$ cat config.mk
export PLATFORM = sky130hd
export DESIGN_NAME = logical_to_physical_mmu
export DESIGN_NICKNAME = d
export VERILOG_FILES = /design/src/design/lmm_pkg.sv /design/src/design/lmm_map_reg.sv /design/src/design/lmm_region_sel.sv /design/src/design/lmm_mmu.sv
export VERILOG_INCLUDE_DIRS = /design/src /design/src/design
export SDC_FILE = /design/constraint.sdc
export NUM_CORES = 1
export LEC_CHECK = 0
export BUFFER_PORTS_ARGS = -buffer_cell sky130_fd_sc_hd__clkbuf_2
export CAP_MARGIN = 20
export CORE_UTILIZATION = 59
export DETAILED_ROUTE_END_ITERATION = 12
export GPL_ROUTABILITY_DRIVEN = 1
export PLACE_DENSITY = 0.9
export RECOVER_POWER = 25
export SETUP_SLACK_MARGIN = 0.3
export SYNTH_ARGS = -nofsm -noshare
export SYNTH_HDL_FRONTEND = slang
export SYNTH_SLANG_ARGS = --single-unit
$ cat constraint.sdc
create_clock -name sys_clk -period 10.77 [get_ports sys_clk]
set_clock_uncertainty 0.15 [all_clocks]
set_input_delay 1.6155 -clock sys_clk [delete_from_list [all_inputs] [get_ports sys_clk]]
set_output_delay 1.6155 -clock sys_clk [all_outputs]
set_load 0.005 [all_outputs]
$ cat src/design/lmm_consts.svh
// offsets, field positions, reset values and status bits of the mmu
// assumes inclusion by bare name ahead of the package and modules
//
// What this block does
// - map 16-bit logical to 20-bit physical
// - translate combinationally, no added cycles
// - three regions, 4 KB boundaries
// - lower common maps from physical zero
// - bank and upper common relocatable, 4 KB
// - overlapping physical images are never blocked
// - every memory cycle kind is translated
// - io address passes unchanged to low lines
// - io cycles force top nibble zero
// - dma owner drives full physical bus
// - boundary bits 7..4 start upper common
// - boundary bits 3..0 start bank region
// - upper common base relocates upper common
// - upper common base resets to zero
// - bank base relocates bank, resets zero
// - add 8-bit base to top nibble
// - reset gives identity map of 64 KB
// - register writes act from next cycle
`ifndef LMM_CONSTS_SVH
`define LMM_CONSTS_SVH

// ----------------------------------------------------------------
// register indices, byte address is four times the index
// ----------------------------------------------------------------
`define LMM_IDX_UPPER_BASE 8'h38
`define LMM_IDX_BANK_BASE 8'h39
`define LMM_IDX_AREA_BOUND 8'h3a
`define LMM_IDX_STATUS 8'h3b
`define LMM_IDX_LAST_XLAT 8'h3c

// ----------------------------------------------------------------
// fields and reset values
// ----------------------------------------------------------------
`define LMM_UC_START_HI 7
`define LMM_UC_START_LO 4
`define LMM_BANK_START_HI 3
`define LMM_BANK_START_LO 0
`define LMM_RST_AREA_BOUND 8'hf0
`define LMM_RST_UPPER_BASE 8'h00
`define LMM_RST_BANK_BASE 8'h00
`define LMM_STAT_ORDER_ERR 0
`define LMM_STAT_OVERLAP 1

`endif

$ cat src/design/lmm_pkg.sv
// types shared by the mmu modules
// assumes nothing beyond a systemverilog compiler
package lmm_pkg;

	// ----------------------------------------------------------------
	// cycle kinds, regions, bus slave states
	// ----------------------------------------------------------------
	typedef enum logic [1:0] {LMM_CYC_IDLE, LMM_CYC_MEM, LMM_CYC_IO} lmm_cyc_e;
	typedef enum logic [1:0] {LMM_REG_LOWER, LMM_REG_BANK, LMM_REG_UPPER,
		LMM_REG_NONE} lmm_region_e;
	typedef enum logic {LMM_BUS_IDLE, LMM_BUS_ACK} lmm_bus_e;

	// ----------------------------------------------------------------
	// carriers
	// ----------------------------------------------------------------
	typedef struct packed {
		lmm_cyc_e kind;
		logic [15:0] addr;
	} lmm_cycle_s;

	typedef struct packed {
		lmm_region_e region;
		logic [19:0] addr;
	} lmm_phys_s;

endpackage

$ cat src/design/lmm_map_reg.sv
// one byte-wide mapping register with a fixed reset value
// assumes the write strobe is a single-cycle pulse on sys_clk
`timescale 1ns/100ps
`include "lmm_consts.svh"
module lmm_map_reg
	import lmm_pkg::*;
#(
	parameter logic [7:0] RESET_VALUE = 8'h00
)
(
	// clock and reset
	input wire logic sys_clk,
	input wire logic rst_n,
	// write side
	input wire logic wrEn,
	input wire logic [7:0] wrData,
	// held value
	output logic [7:0] value
);

	logic [7:0] value_r;

	always_ff @(posedge sys_clk or negedge rst_n)
		if (!rst_n)
			value_r <= RESET_VALUE;
		else if (wrEn)
			value_r <= wrData;
	assign value = value_r;

endmodule // lmm_map_reg

$ cat src/design/lmm_region_sel.sv
// classifies a logical page against the two programmed boundaries
// assumes upper start not below bank start; otherwise lower wins
`timescale 1ns/100ps
`include "lmm_consts.svh"
module lmm_region_sel
	import lmm_pkg::*;
(
	// logical page and boundaries
	input wire logic [3:0] page,
	input wire logic [3:0] upperStart,
	input wire logic [3:0] bankStart,
	// classification
	output lmm_region_e region
);

	wire isLower;
	wire isUpper;

	assign isLower = page < bankStart;
	assign isUpper = page >= upperStart;
	// lower is checked first so a bad setting still gives one answer
	assign region = isLower ? LMM_REG_LOWER :
		isUpper ? LMM_REG_UPPER : LMM_REG_BANK;

endmodule // lmm_region_sel

$ cat src/design/lmm_mmu.sv
// logical to physical address translation with avalon register slave
// assumes cpu cycle and dma inputs come from logic on sys_clk
`timescale 1ns/100ps
`include "lmm_consts.svh"
module logical_to_physical_mmu
	import lmm_pkg::*;
(
	// clock and reset
	input wire logic sys_clk,
	input wire logic rst_n,
	// avalon-mm register slave
	input wire logic [9:0] avsAddress,
	input wire logic avsRead,
	input wire logic avsWrite,
	input wire logic [31:0] avsWritedata,
	input wire logic [3:0] avsByteenable,
	output logic [31:0] avsReaddata,
	output logic avsWaitrequest,
	// cpu side logical cycle
	input wire lmm_cycle_s cpuCycle,
	// on-chip dma controller bus ownership
	input wire logic dmaOwnsBus,
	input wire logic [19:0] dmaAddr,
	// external physical address
	output lmm_phys_s physOut
);

	// ----------------------------------------------------------------
	// bus slave state
	// ----------------------------------------------------------------
	lmm_bus_e busState_r;
	lmm_bus_e busState_nxt;
	logic [31:0] rdData_r;
	logic [31:0] rdData_nxt;

	wire busReq;
	wire [7:0] regIdx;
	wire accept;
	wire wrAccept;
	wire lowLane;

	assign busReq = avsRead | avsWrite;
	assign regIdx = avsAddress[9:2];
	// one wait state: data is prepared while waitrequest is high
	assign avsWaitrequest = busReq & (busState_r != LMM_BUS_ACK);
	assign accept = busReq & (busState_r == LMM_BUS_ACK);
	assign wrAccept = accept & avsWrite;
	assign lowLane = avsByteenable[0];

	always_comb
	begin
		busState_nxt = busState_r;
		case (busState_r)
			LMM_BUS_IDLE:
				if (busReq)
					busState_nxt = LMM_BUS_ACK;
			LMM_BUS_ACK:
				busState_nxt = LMM_BUS_IDLE;
			default:
				busState_nxt = LMM_BUS_IDLE;
		endcase
	end

	always_ff @(posedge sys_clk or negedge rst_n)
		if (!rst_n)
			busState_r <= LMM_BUS_IDLE;
		else
			busState_r <= busState_nxt;

	// ----------------------------------------------------------------
	// write decode
	// ----------------------------------------------------------------
	wire hitUpperBase;
	wire hitBankBase;
	wire hitAreaBound;
	wire hitStatus;
	wire hitLast;
	wire wrUpperBase;
	wire wrBankBase;
	wire wrAreaBound;
	wire wrStatus;

	assign hitUpperBase = regIdx == `LMM_IDX_UPPER_BASE;
	assign hitBankBase = regIdx == `LMM_IDX_BANK_BASE;
	assign hitAreaBound = regIdx == `LMM_IDX_AREA_BOUND;
	assign hitStatus = regIdx == `LMM_IDX_STATUS;
	assign hitLast = regIdx == `LMM_IDX_LAST_XLAT;
	assign wrUpperBase = wrAccept & lowLane & hitUpperBase;
	assign wrBankBase = wrAccept & lowLane & hitBankBase;
	assign wrAreaBound = wrAccept & lowLane & hitAreaBound;
	assign wrStatus = wrAccept & lowLane & hitStatus;

	// ----------------------------------------------------------------
	// mapping registers
	// ----------------------------------------------------------------
	logic [7:0] upperCommonBase;
	logic [7:0] bankRegionBase;
	logic [7:0] areaBoundary;

	lmm_map_reg #(
		.RESET_VALUE(`LMM_RST_UPPER_BASE)
	) u_upper_common_base (
		.sys_clk(sys_clk),
		.rst_n(rst_n),
		.wrEn(wrUpperBase),
		.wrData(avsWritedata[7:0]),
		.value(upperCommonBase)
	);

	lmm_map_reg #(
		.RESET_VALUE(`LMM_RST_BANK_BASE)
	) u_bank_region_base (
		.sys_clk(sys_clk),
		.rst_n(rst_n),
		.wrEn(wrBankBase),
		.wrData(avsWritedata[7:0]),
		.value(bankRegionBase)
	);

	lmm_map_reg #(
		.RESET_VALUE(`LMM_RST_AREA_BOUND)
	) u_area_boundary (
		.sys_clk(sys_clk),
		.rst_n(rst_n),
		.wrEn(wrAreaBound),
		.wrData(avsWritedata[7:0]),
		.value(areaBoundary)
	);

	wire [3:0] upperCommonStart;
	wire [3:0] bankStart;

	assign upperCommonStart =
		areaBoundary[`LMM_UC_START_HI:`LMM_UC_START_LO];
	assign bankStart =
		areaBoundary[`LMM_BANK_START_HI:`LMM_BANK_START_LO];

	// ----------------------------------------------------------------
	// region select and page add
	// ----------------------------------------------------------------
	lmm_region_e memRegion;
	wire [3:0] logPage;
	wire [7:0] regionBase;
	wire [7:0] physPage;
	wire [19:0] memPhys;
	wire [19:0] ioPhys;

	assign logPage = cpuCycle.addr[15:12];

	lmm_region_sel u_region_sel (
		.page(logPage),
		.upperStart(upperCommonStart),
		.bankStart(bankStart),
		.region(memRegion)
	);

	// lower common has no base of its own
	assign regionBase = (memRegion == LMM_REG_UPPER) ? upperCommonBase :
		(memRegion == LMM_REG_BANK) ? bankRegionBase :
		8'h00;
	// eight-bit sum, any carry past a19 is lost
	assign physPage = regionBase + {4'h0, logPage};
	assign memPhys = {physPage, cpuCycle.addr[11:0]};
	assign ioPhys = {4'h0, cpuCycle.addr};

	// ----------------------------------------------------------------
	// physical bus drive
	// ----------------------------------------------------------------
	// combinational so the mapped address is ready in the same cycle
	wire isMem;
	wire isIo;

	assign isMem = cpuCycle.kind == LMM_CYC_MEM;
	assign isIo = cpuCycle.kind == LMM_CYC_IO;

	wire [19:0] physAddr;
	lmm_region_e physRegion;

	assign physAddr = dmaOwnsBus ? dmaAddr :
		isMem ? memPhys :
		isIo ? ioPhys : 20'h00000;
	assign physRegion = (!dmaOwnsBus && isMem) ? memRegion :
		LMM_REG_NONE;
	// one driver for the whole carrier keeps the output single-sourced
	assign physOut = '{region: physRegion, addr: physAddr};

	// ----------------------------------------------------------------
	// overlap watch
	// ----------------------------------------------------------------
	// overlap is only reported, never blocked; pages held in nine bits
	function automatic logic spanMeet(input logic [8:0] aLo,
		input logic [8:0] aHi, input logic [8:0] bLo, input logic [8:0] bHi);
		spanMeet = (aLo <= bHi) && (bLo <= aHi);
	endfunction

	wire lowerExists;
	wire bankExists;
	wire [8:0] lowerHi;
	wire [8:0] bankLo;
	wire [8:0] bankHi;
	wire [8:0] upperLo;
	wire [8:0] upperHi;
	wire overlapNow;

	assign lowerExists = bankStart != 4'h0;
	assign bankExists = upperCommonStart > bankStart;
	assign lowerHi = {5'h00, bankStart} - 9'h001;
	assign bankLo = {1'b0, bankRegionBase} + {5'h00, bankStart};
	assign bankHi = {1'b0, bankRegionBase} + {5'h00, upperCommonStart}
		- 9'h001;
	assign upperLo = {1'b0, upperCommonBase} + {5'h00, upperCommonStart};
	assign upperHi = {1'b0, upperCommonBase} + 9'h00f;
	assign overlapNow =
		(lowerExists && bankExists &&
			spanMeet(9'h000, lowerHi, bankLo, bankHi)) ||
		(lowerExists && spanMeet(9'h000, lowerHi, upperLo, upperHi)) ||
		(bankExists && spanMeet(bankLo, bankHi, upperLo, upperHi));

	// ----------------------------------------------------------------
	// boundary order flag
	// ----------------------------------------------------------------
	logic orderErr_r;
	logic orderErr_nxt;
	wire orderErrSet;
	wire orderErrClr;

	assign orderErrSet = wrAreaBound &&
		(avsWritedata[`LMM_UC_START_HI:`LMM_UC_START_LO] <
		avsWritedata[`LMM_BANK_START_HI:`LMM_BANK_START_LO]);
	assign orderErrClr = wrStatus & avsWritedata[`LMM_STAT_ORDER_ERR];

	// a set in the clearing cycle is kept
	always_comb
	begin
		orderErr_nxt = orderErr_r;
		if (orderErrClr)
			orderErr_nxt = 1'b0;
		if (orderErrSet)
			orderErr_nxt = 1'b1;
	end

	always_ff @(posedge sys_clk or negedge rst_n)
		if (!rst_n)
			orderErr_r <= 1'b0;
		else
			orderErr_r <= orderErr_nxt;

	// ----------------------------------------------------------------
	// last translated memory cycle
	// ----------------------------------------------------------------
	logic [19:0] lastPhys_r;
	logic [1:0] lastRegion_r;
	wire captureMem;

	assign captureMem = isMem & ~dmaOwnsBus;

	always_ff @(posedge sys_clk or negedge rst_n)
		if (!rst_n)
		begin
			lastPhys_r <= 20'h00000;
			lastRegion_r <= 2'h0;
		end
		else if (captureMem)
		begin
			lastPhys_r <= memPhys;
			lastRegion_r <= memRegion;
		end

	// ----------------------------------------------------------------
	// read path
	// ----------------------------------------------------------------
	wire [31:0] statusWord;
	wire [31:0] lastWord;
	wire [31:0] readSel;
	wire readLoad;

	assign statusWord = {30'h00000000, overlapNow, orderErr_r};
	assign lastWord = {10'h000, lastRegion_r, lastPhys_r};
	// unmapped indices read as zero and ignore writes
	assign readSel = hitUpperBase ? {24'h000000, upperCommonBase} :
		hitBankBase ? {24'h000000, bankRegionBase} :
		hitAreaBound ? {24'h000000, areaBoundary} :
		hitStatus ? statusWord :
		hitLast ? lastWord : 32'h00000000;
	assign readLoad = avsRead & (busState_r == LMM_BUS_IDLE);

	always_comb
	begin
		rdData_nxt = rdData_r;
		if (readLoad)
			rdData_nxt = readSel;
	end

	always_ff @(posedge sys_clk or negedge rst_n)
		if (!rst_n)
			rdData_r <= 32'h00000000;
		else
			rdData_r <= rdData_nxt;

	assign avsReaddata = rdData_r;

endmodule // logical_to_physical_mmu

Word level (Yosys, flattened, before mapping) --
Index checks and enable logic that the tools add are counted. W data, S select, Z words.
Cells by class: $lt $le $gt $ge 10, mux-type cells 17, equality and inequality tests 9, bitwise operators 14, $add $sub $neg 7, reductions and logical operators 14
Operator list (number):
- $mux W22 | 5
- $eq A8 B6 Y1 const B | 5
- $mux W20 | 2
- $le A9 B9 Y1 | 4
- $add A8 B4 Y9 | 3
- $le A1 B9 Y1 const A | 2
- $mux W16 | 1
- $mux W8 | 2
- $and A1 B1 Y1 | 11
- $add A8 B4 Y9 const B | 1
- $logic_and A1 B1 Y1 | 9
- $sub A9 B1 Y9 const B | 1
- $add A8 B4 Y8 | 1
- $lt A4 B4 Y1 | 2
- $mux W2 | 3
- $sub A4 B1 Y5 const B | 1
- $eq A2 B1 Y1 const B | 2
- $eq A2 B2 Y1 const B | 2
- $ge A4 B4 Y1 | 1
- $gt A4 B4 Y1 | 1
- $reduce_bool A4 Y1 | 1
- $mux W1 | 3
- $logic_or A1 B1 Y1 | 2
- $not A1 Y1 | 2
- 4 further kinds | 4
Storage, ports and cells: output and inout port bits 55, logic and storage cells 79, register bits 80

Logic depth before layout (Yosys ltp) --
depth after elaboration 11, depth in mapped cells 19

Cells and area by module --
Synthesis repeated with hierarchy kept, for this count alone.
Unflattened totals: cells, all modules 642, area total of the unflattened synthesis 5805.6 µm²
By module, submodules not included:
- logical_to_physical_mmu | times used 1, area an instance 4606.9 µm², cells an instance 564, seq. area each 1151.1 µm²
- lmm_map_reg (u_bank_region_base ...) | times used 2, area an instance 331.6 µm², cells an instance 17, seq. area each 200.2 µm²
- lmm_map_reg (u_area_boundary) | times used 1, area an instance 336.6 µm², cells an instance 17, seq. area each 205.2 µm²
- lmm_region_sel | times used 1, area an instance 198.9 µm², cells an instance 27, seq. area each 0.0 µm²

Least setup slack after synthesis --
OpenSTA, ideal clock, no wires.
path type in2out, start input port cpuCycle[12] (netlist name), end output port physOut[18] (netlist name), cell stages on the path 15, data required time 9005 ps, data arrival time 4068 ps, setup slack 4936 ps, path buffers 0, cell sequence inv_1 ha_1 nor2b_1 o21a_1 nor2_2 inv_1 nand2_1 a21oi_1 ha_1 fa_1 a21o_1 a21o_1 o21ai_0 xnor2_1 o21ai_0
RTL lines:
- start: declaration | RTL line lmm_mmu.sv:20 | input wire lmm_cycle_s cpuCycle,
- end: declaration | RTL line lmm_mmu.sv:25 | output lmm_phys_s physOut

==> metrics.md <==
| Metric | Value |
|---|---|
| Outcome | `complete, but fails checks` |
| Failing checks | `max-capacitance violations, max-slew violations` |
| Int Pwr | `0.475 mW` |
| LEAKAGE | `3.37 nW` |
| Worst vdd ir | `75.8 uV` |
| Clk pin slew, worst setup/hold paths | `0.08 ns` |
| Critical path required time | `9.00 ns` |
| Count of final setup violators | `0` |
| Post-synth EDFFs | `0` |
| Critical Path End Type | `output port` |
| GRT Util Overall | `32.3%` |
| Synth top area share | `28.8%` |
| Area Growth Syn to Fin | `13.2%` |
| CORE AREA | `9330 um^2` |
| Netlist cell types | `53` |
| Starting Density | `61.6%` |
| DR vias/cell | `5.99` |
| Root Driver | `clkbuf_8` |
| Hold Crit Depth | `1` |
| Synth cell count leaders | `nand2_1 (140), ha_1 (78), o21ai_0 (67)` |
| Antenna diodes | `0` |
| Actual slew at the worst max-slew pin | `3.61 ns` |
| GRT Residual Overflow | `0` |
| Pwr Total | `0.690 mW` |
| Power Density | `106 nW/um^2` |
| RSZ-0062 raised after global routing | `no` |
| Num CTS Buffers | `9` |
| Seq/Total Area, Yosys | `30.6%` |
| Ys Warns | `0` |
| Drt pass-1 iters | `6` |
| Post-Route M1 WL | `6690 um` |
| HPWL after detailed placement | `12400 um` |
| Avg Cell Area, Syn | `8.37 um^2` |
| CTS tree | `built` |
| Sink Count | `70` |
| MaxCap Viol Count | `1` |
| Largest net degree at the start of global routing | `71` |
| Period utilisation layout | `61.0%` |
| Hold Slack | `0.305 ns` |
| CTS H-tree depth | `3` |
| Via count | `5433` |
| Wire length on met3 | `1390 um` |
| Crit path DAT | `4.80 ns` |
| Uppermost layer routed | `met4` |
| Die area | `10100 um^2` |
| Drt first-iter violations | `477` |
| Psw | `0.215 mW` |
| Vias in the first global route | `5054` |
| GP Congestion | `0.947` |
| Die width | `101 um` |
| Routed wire length | `16100 um` |
| Worst min path class | `flop to flop` |
| # IOs | `144` |
| Post-route ant nets | `0` |
| Area contributors post-synth | `dfrtp_1 (29%), ha_1 (17%), nand2_1 (9.2%)` |
| DRC viols | `0` |
| Worst Reg2Reg Path Length in Cells | `15` |
| Final #Nets | `944` |
| Crit start category | `input pin` |
| CTS max path bufs | `2` |
| Fmax | `152 MHz` |
| WL/cell | `17.8 um` |
| Asr flop ratio synth | `100%` |
| Post_cts resized | `0` |
| WL met2 | `7530 um` |
| Max FO, Critical Path | `10` |
| Cts hold-fix bufs | `0` |
| Crit path time final | `6.57 ns` |
| Fraction of layout cells with a size suffix above 1 | `18.1%` |
| Main flop type after synthesis | `dfrtp_1` |
| Final Hold Vio Count | `0` |
| Most frequent cell after synthesis | `nand2_1` |
| Combinational fraction of design power | `22.1%` |
| Site Rows | `35` |
| Sequential power share | `42.4%` |
| Max-slew violation count | `71` |
| Flops & latches, synth | `70` |
| Skew-Pair Late Insertion Delay | `0.35 ns` |
| Post-CTS Setup Bufs | `0` |
| Post-route setup TNS | `0 ns` |
| Initial antenna violation count | `0` |
| IO buf count | `104` |
| Clock power share | `35.4%` |
| Cell taking the most area after synthesis | `dfrtp_1` |
| Die Y | `101 um` |
| Switching Fraction | `31.1%` |
| Max transition margin | `-140%` |
| First-pass GRT wire length | `25000 um` |
| CP Class | `input pin to output port` |
| Synth Instances | `686` |
| Netlist Area Pre-Place | `5740 um^2` |
==> registers in the layout (all words and copies together) (netlist names) <==
| signal | count |
|---|---|
| busState_r | 1 |
| avsReaddata | 22 |
| u_upper_common_base.value | 8 |
| u_area_boundary.value | 8 |
| lastRegion_r | 2 |
| lastPhys_r | 20 |
| orderErr_r | 1 |
| u_bank_region_base.value | 8 |
==> power by group through the flow <==
| stage | Clock, mW | Sequential (mW) | Combinational, mW |
|---|---|---|---|
| final | 0.245 | 0.293 | 0.153 |
| after floorplan | 0 | 0.289 | 0.103 |
| after detailed placement | 0 | 0.297 | 0.149 |
| after global routing | 0.256 | 0.294 | 0.171 |
| after CTS | 0.246 | 0.292 | 0.150 |
| after global placement | 0 | 0.296 | 0.140 |
==> layout make-up <==
| class | instances | area (um^2) |
|---|---|---|
| multi-input combinational | 540 | 3650 |
| sequential | 70 | 1760 |
| timing repair buffer | 107 | 539 |
| inverter | 45 | 169 |
| clock inverter | 7 | 105 |
| tap | 129 | 161 |
| clock buffer | 9 | 124 |
| fill | 721 | 2830 |
==> cell families (layout without fill, tap and decap cells) <==
family	Yosys count	in the layout	synth area share, %
flops	70	70	30.6
compound gates	169	169	18.8
mux	10	10	1.87
other cells	1	10	0.0653
buf+inv	85	168	6.49
simple gates	237	237	18.9
fa+ha+maj	82	82	18.4
xor+xnor	32	32	4.88
==> per-layer routing <==
layer  track usage, %  up-vias
li1                 -     2542
met1             44.1     2584
met2             51.5      257
met3             6.38       50
met4             10.8        0
met5                0        -
==> critical path, stage by stage <==
cell      delay (ns)
clkbuf_2        0.13
inv_1           0.05
ha_1            0.19
nor2b_1         0.14
o21a_1          0.21
nor2_2          0.43
inv_1           0.21
nand2_1         0.12
a21oi_1         0.08
ha_1            0.22
fa_1            0.41
a21o_1          0.21
a21o_1          0.20
o21ai_0         0.11
xnor2_1         0.16
o21ai_0         0.17
clkbuf_2        0.14
==> worst paths after layout <==
kind,startpoint,to,slack (ns)
min reg2reg,busState_r,busState_r,0.30
min in group asynchronous,rst_n,avsReaddata[11],2.44
max reg2reg,u_area_boundary.value[5],lastPhys_r[18],6.87
min,busState_r,busState_r,0.30
max,cpuCycle[12],physOut[18],4.20
max in group asynchronous,rst_n,lastPhys_r[18],6.01
==> placed cells by master (no fill, tap or decap), types with 10 or more instances in the layout <==
cell	instances
nand2_1	140
clkbuf_2	103
ha_1	78
o21ai_0	67
dfrtp_1	66
inv_1	45
a21oi_1	32
nor2_1	23
xnor2_1	21
nor2b_1	15
nor3_1	12
a22o_1	12
nand2b_1	11
xor2_1	11
o31ai_1	10
conb_1	10
==> stage by stage <==
step | setup slack (ns) | std cells | cell area (um^2) | utilization, %
3_5_place_dp | 4.33 | 890 | 6270 | 67.2
2_1_floorplan | 4.94 | 695 | 5780 | -
5_1_grt | 4.06 | 907 | 6500 | 69.7
4_1_cts | 4.27 | 906 | 6500 | 69.7
6_report | 4.20 | 907 | 6500 | 69.7
3_3_place_gp | 4.49 | 890 | 6270 | 67.2
(Power assumes the default switching activity.)
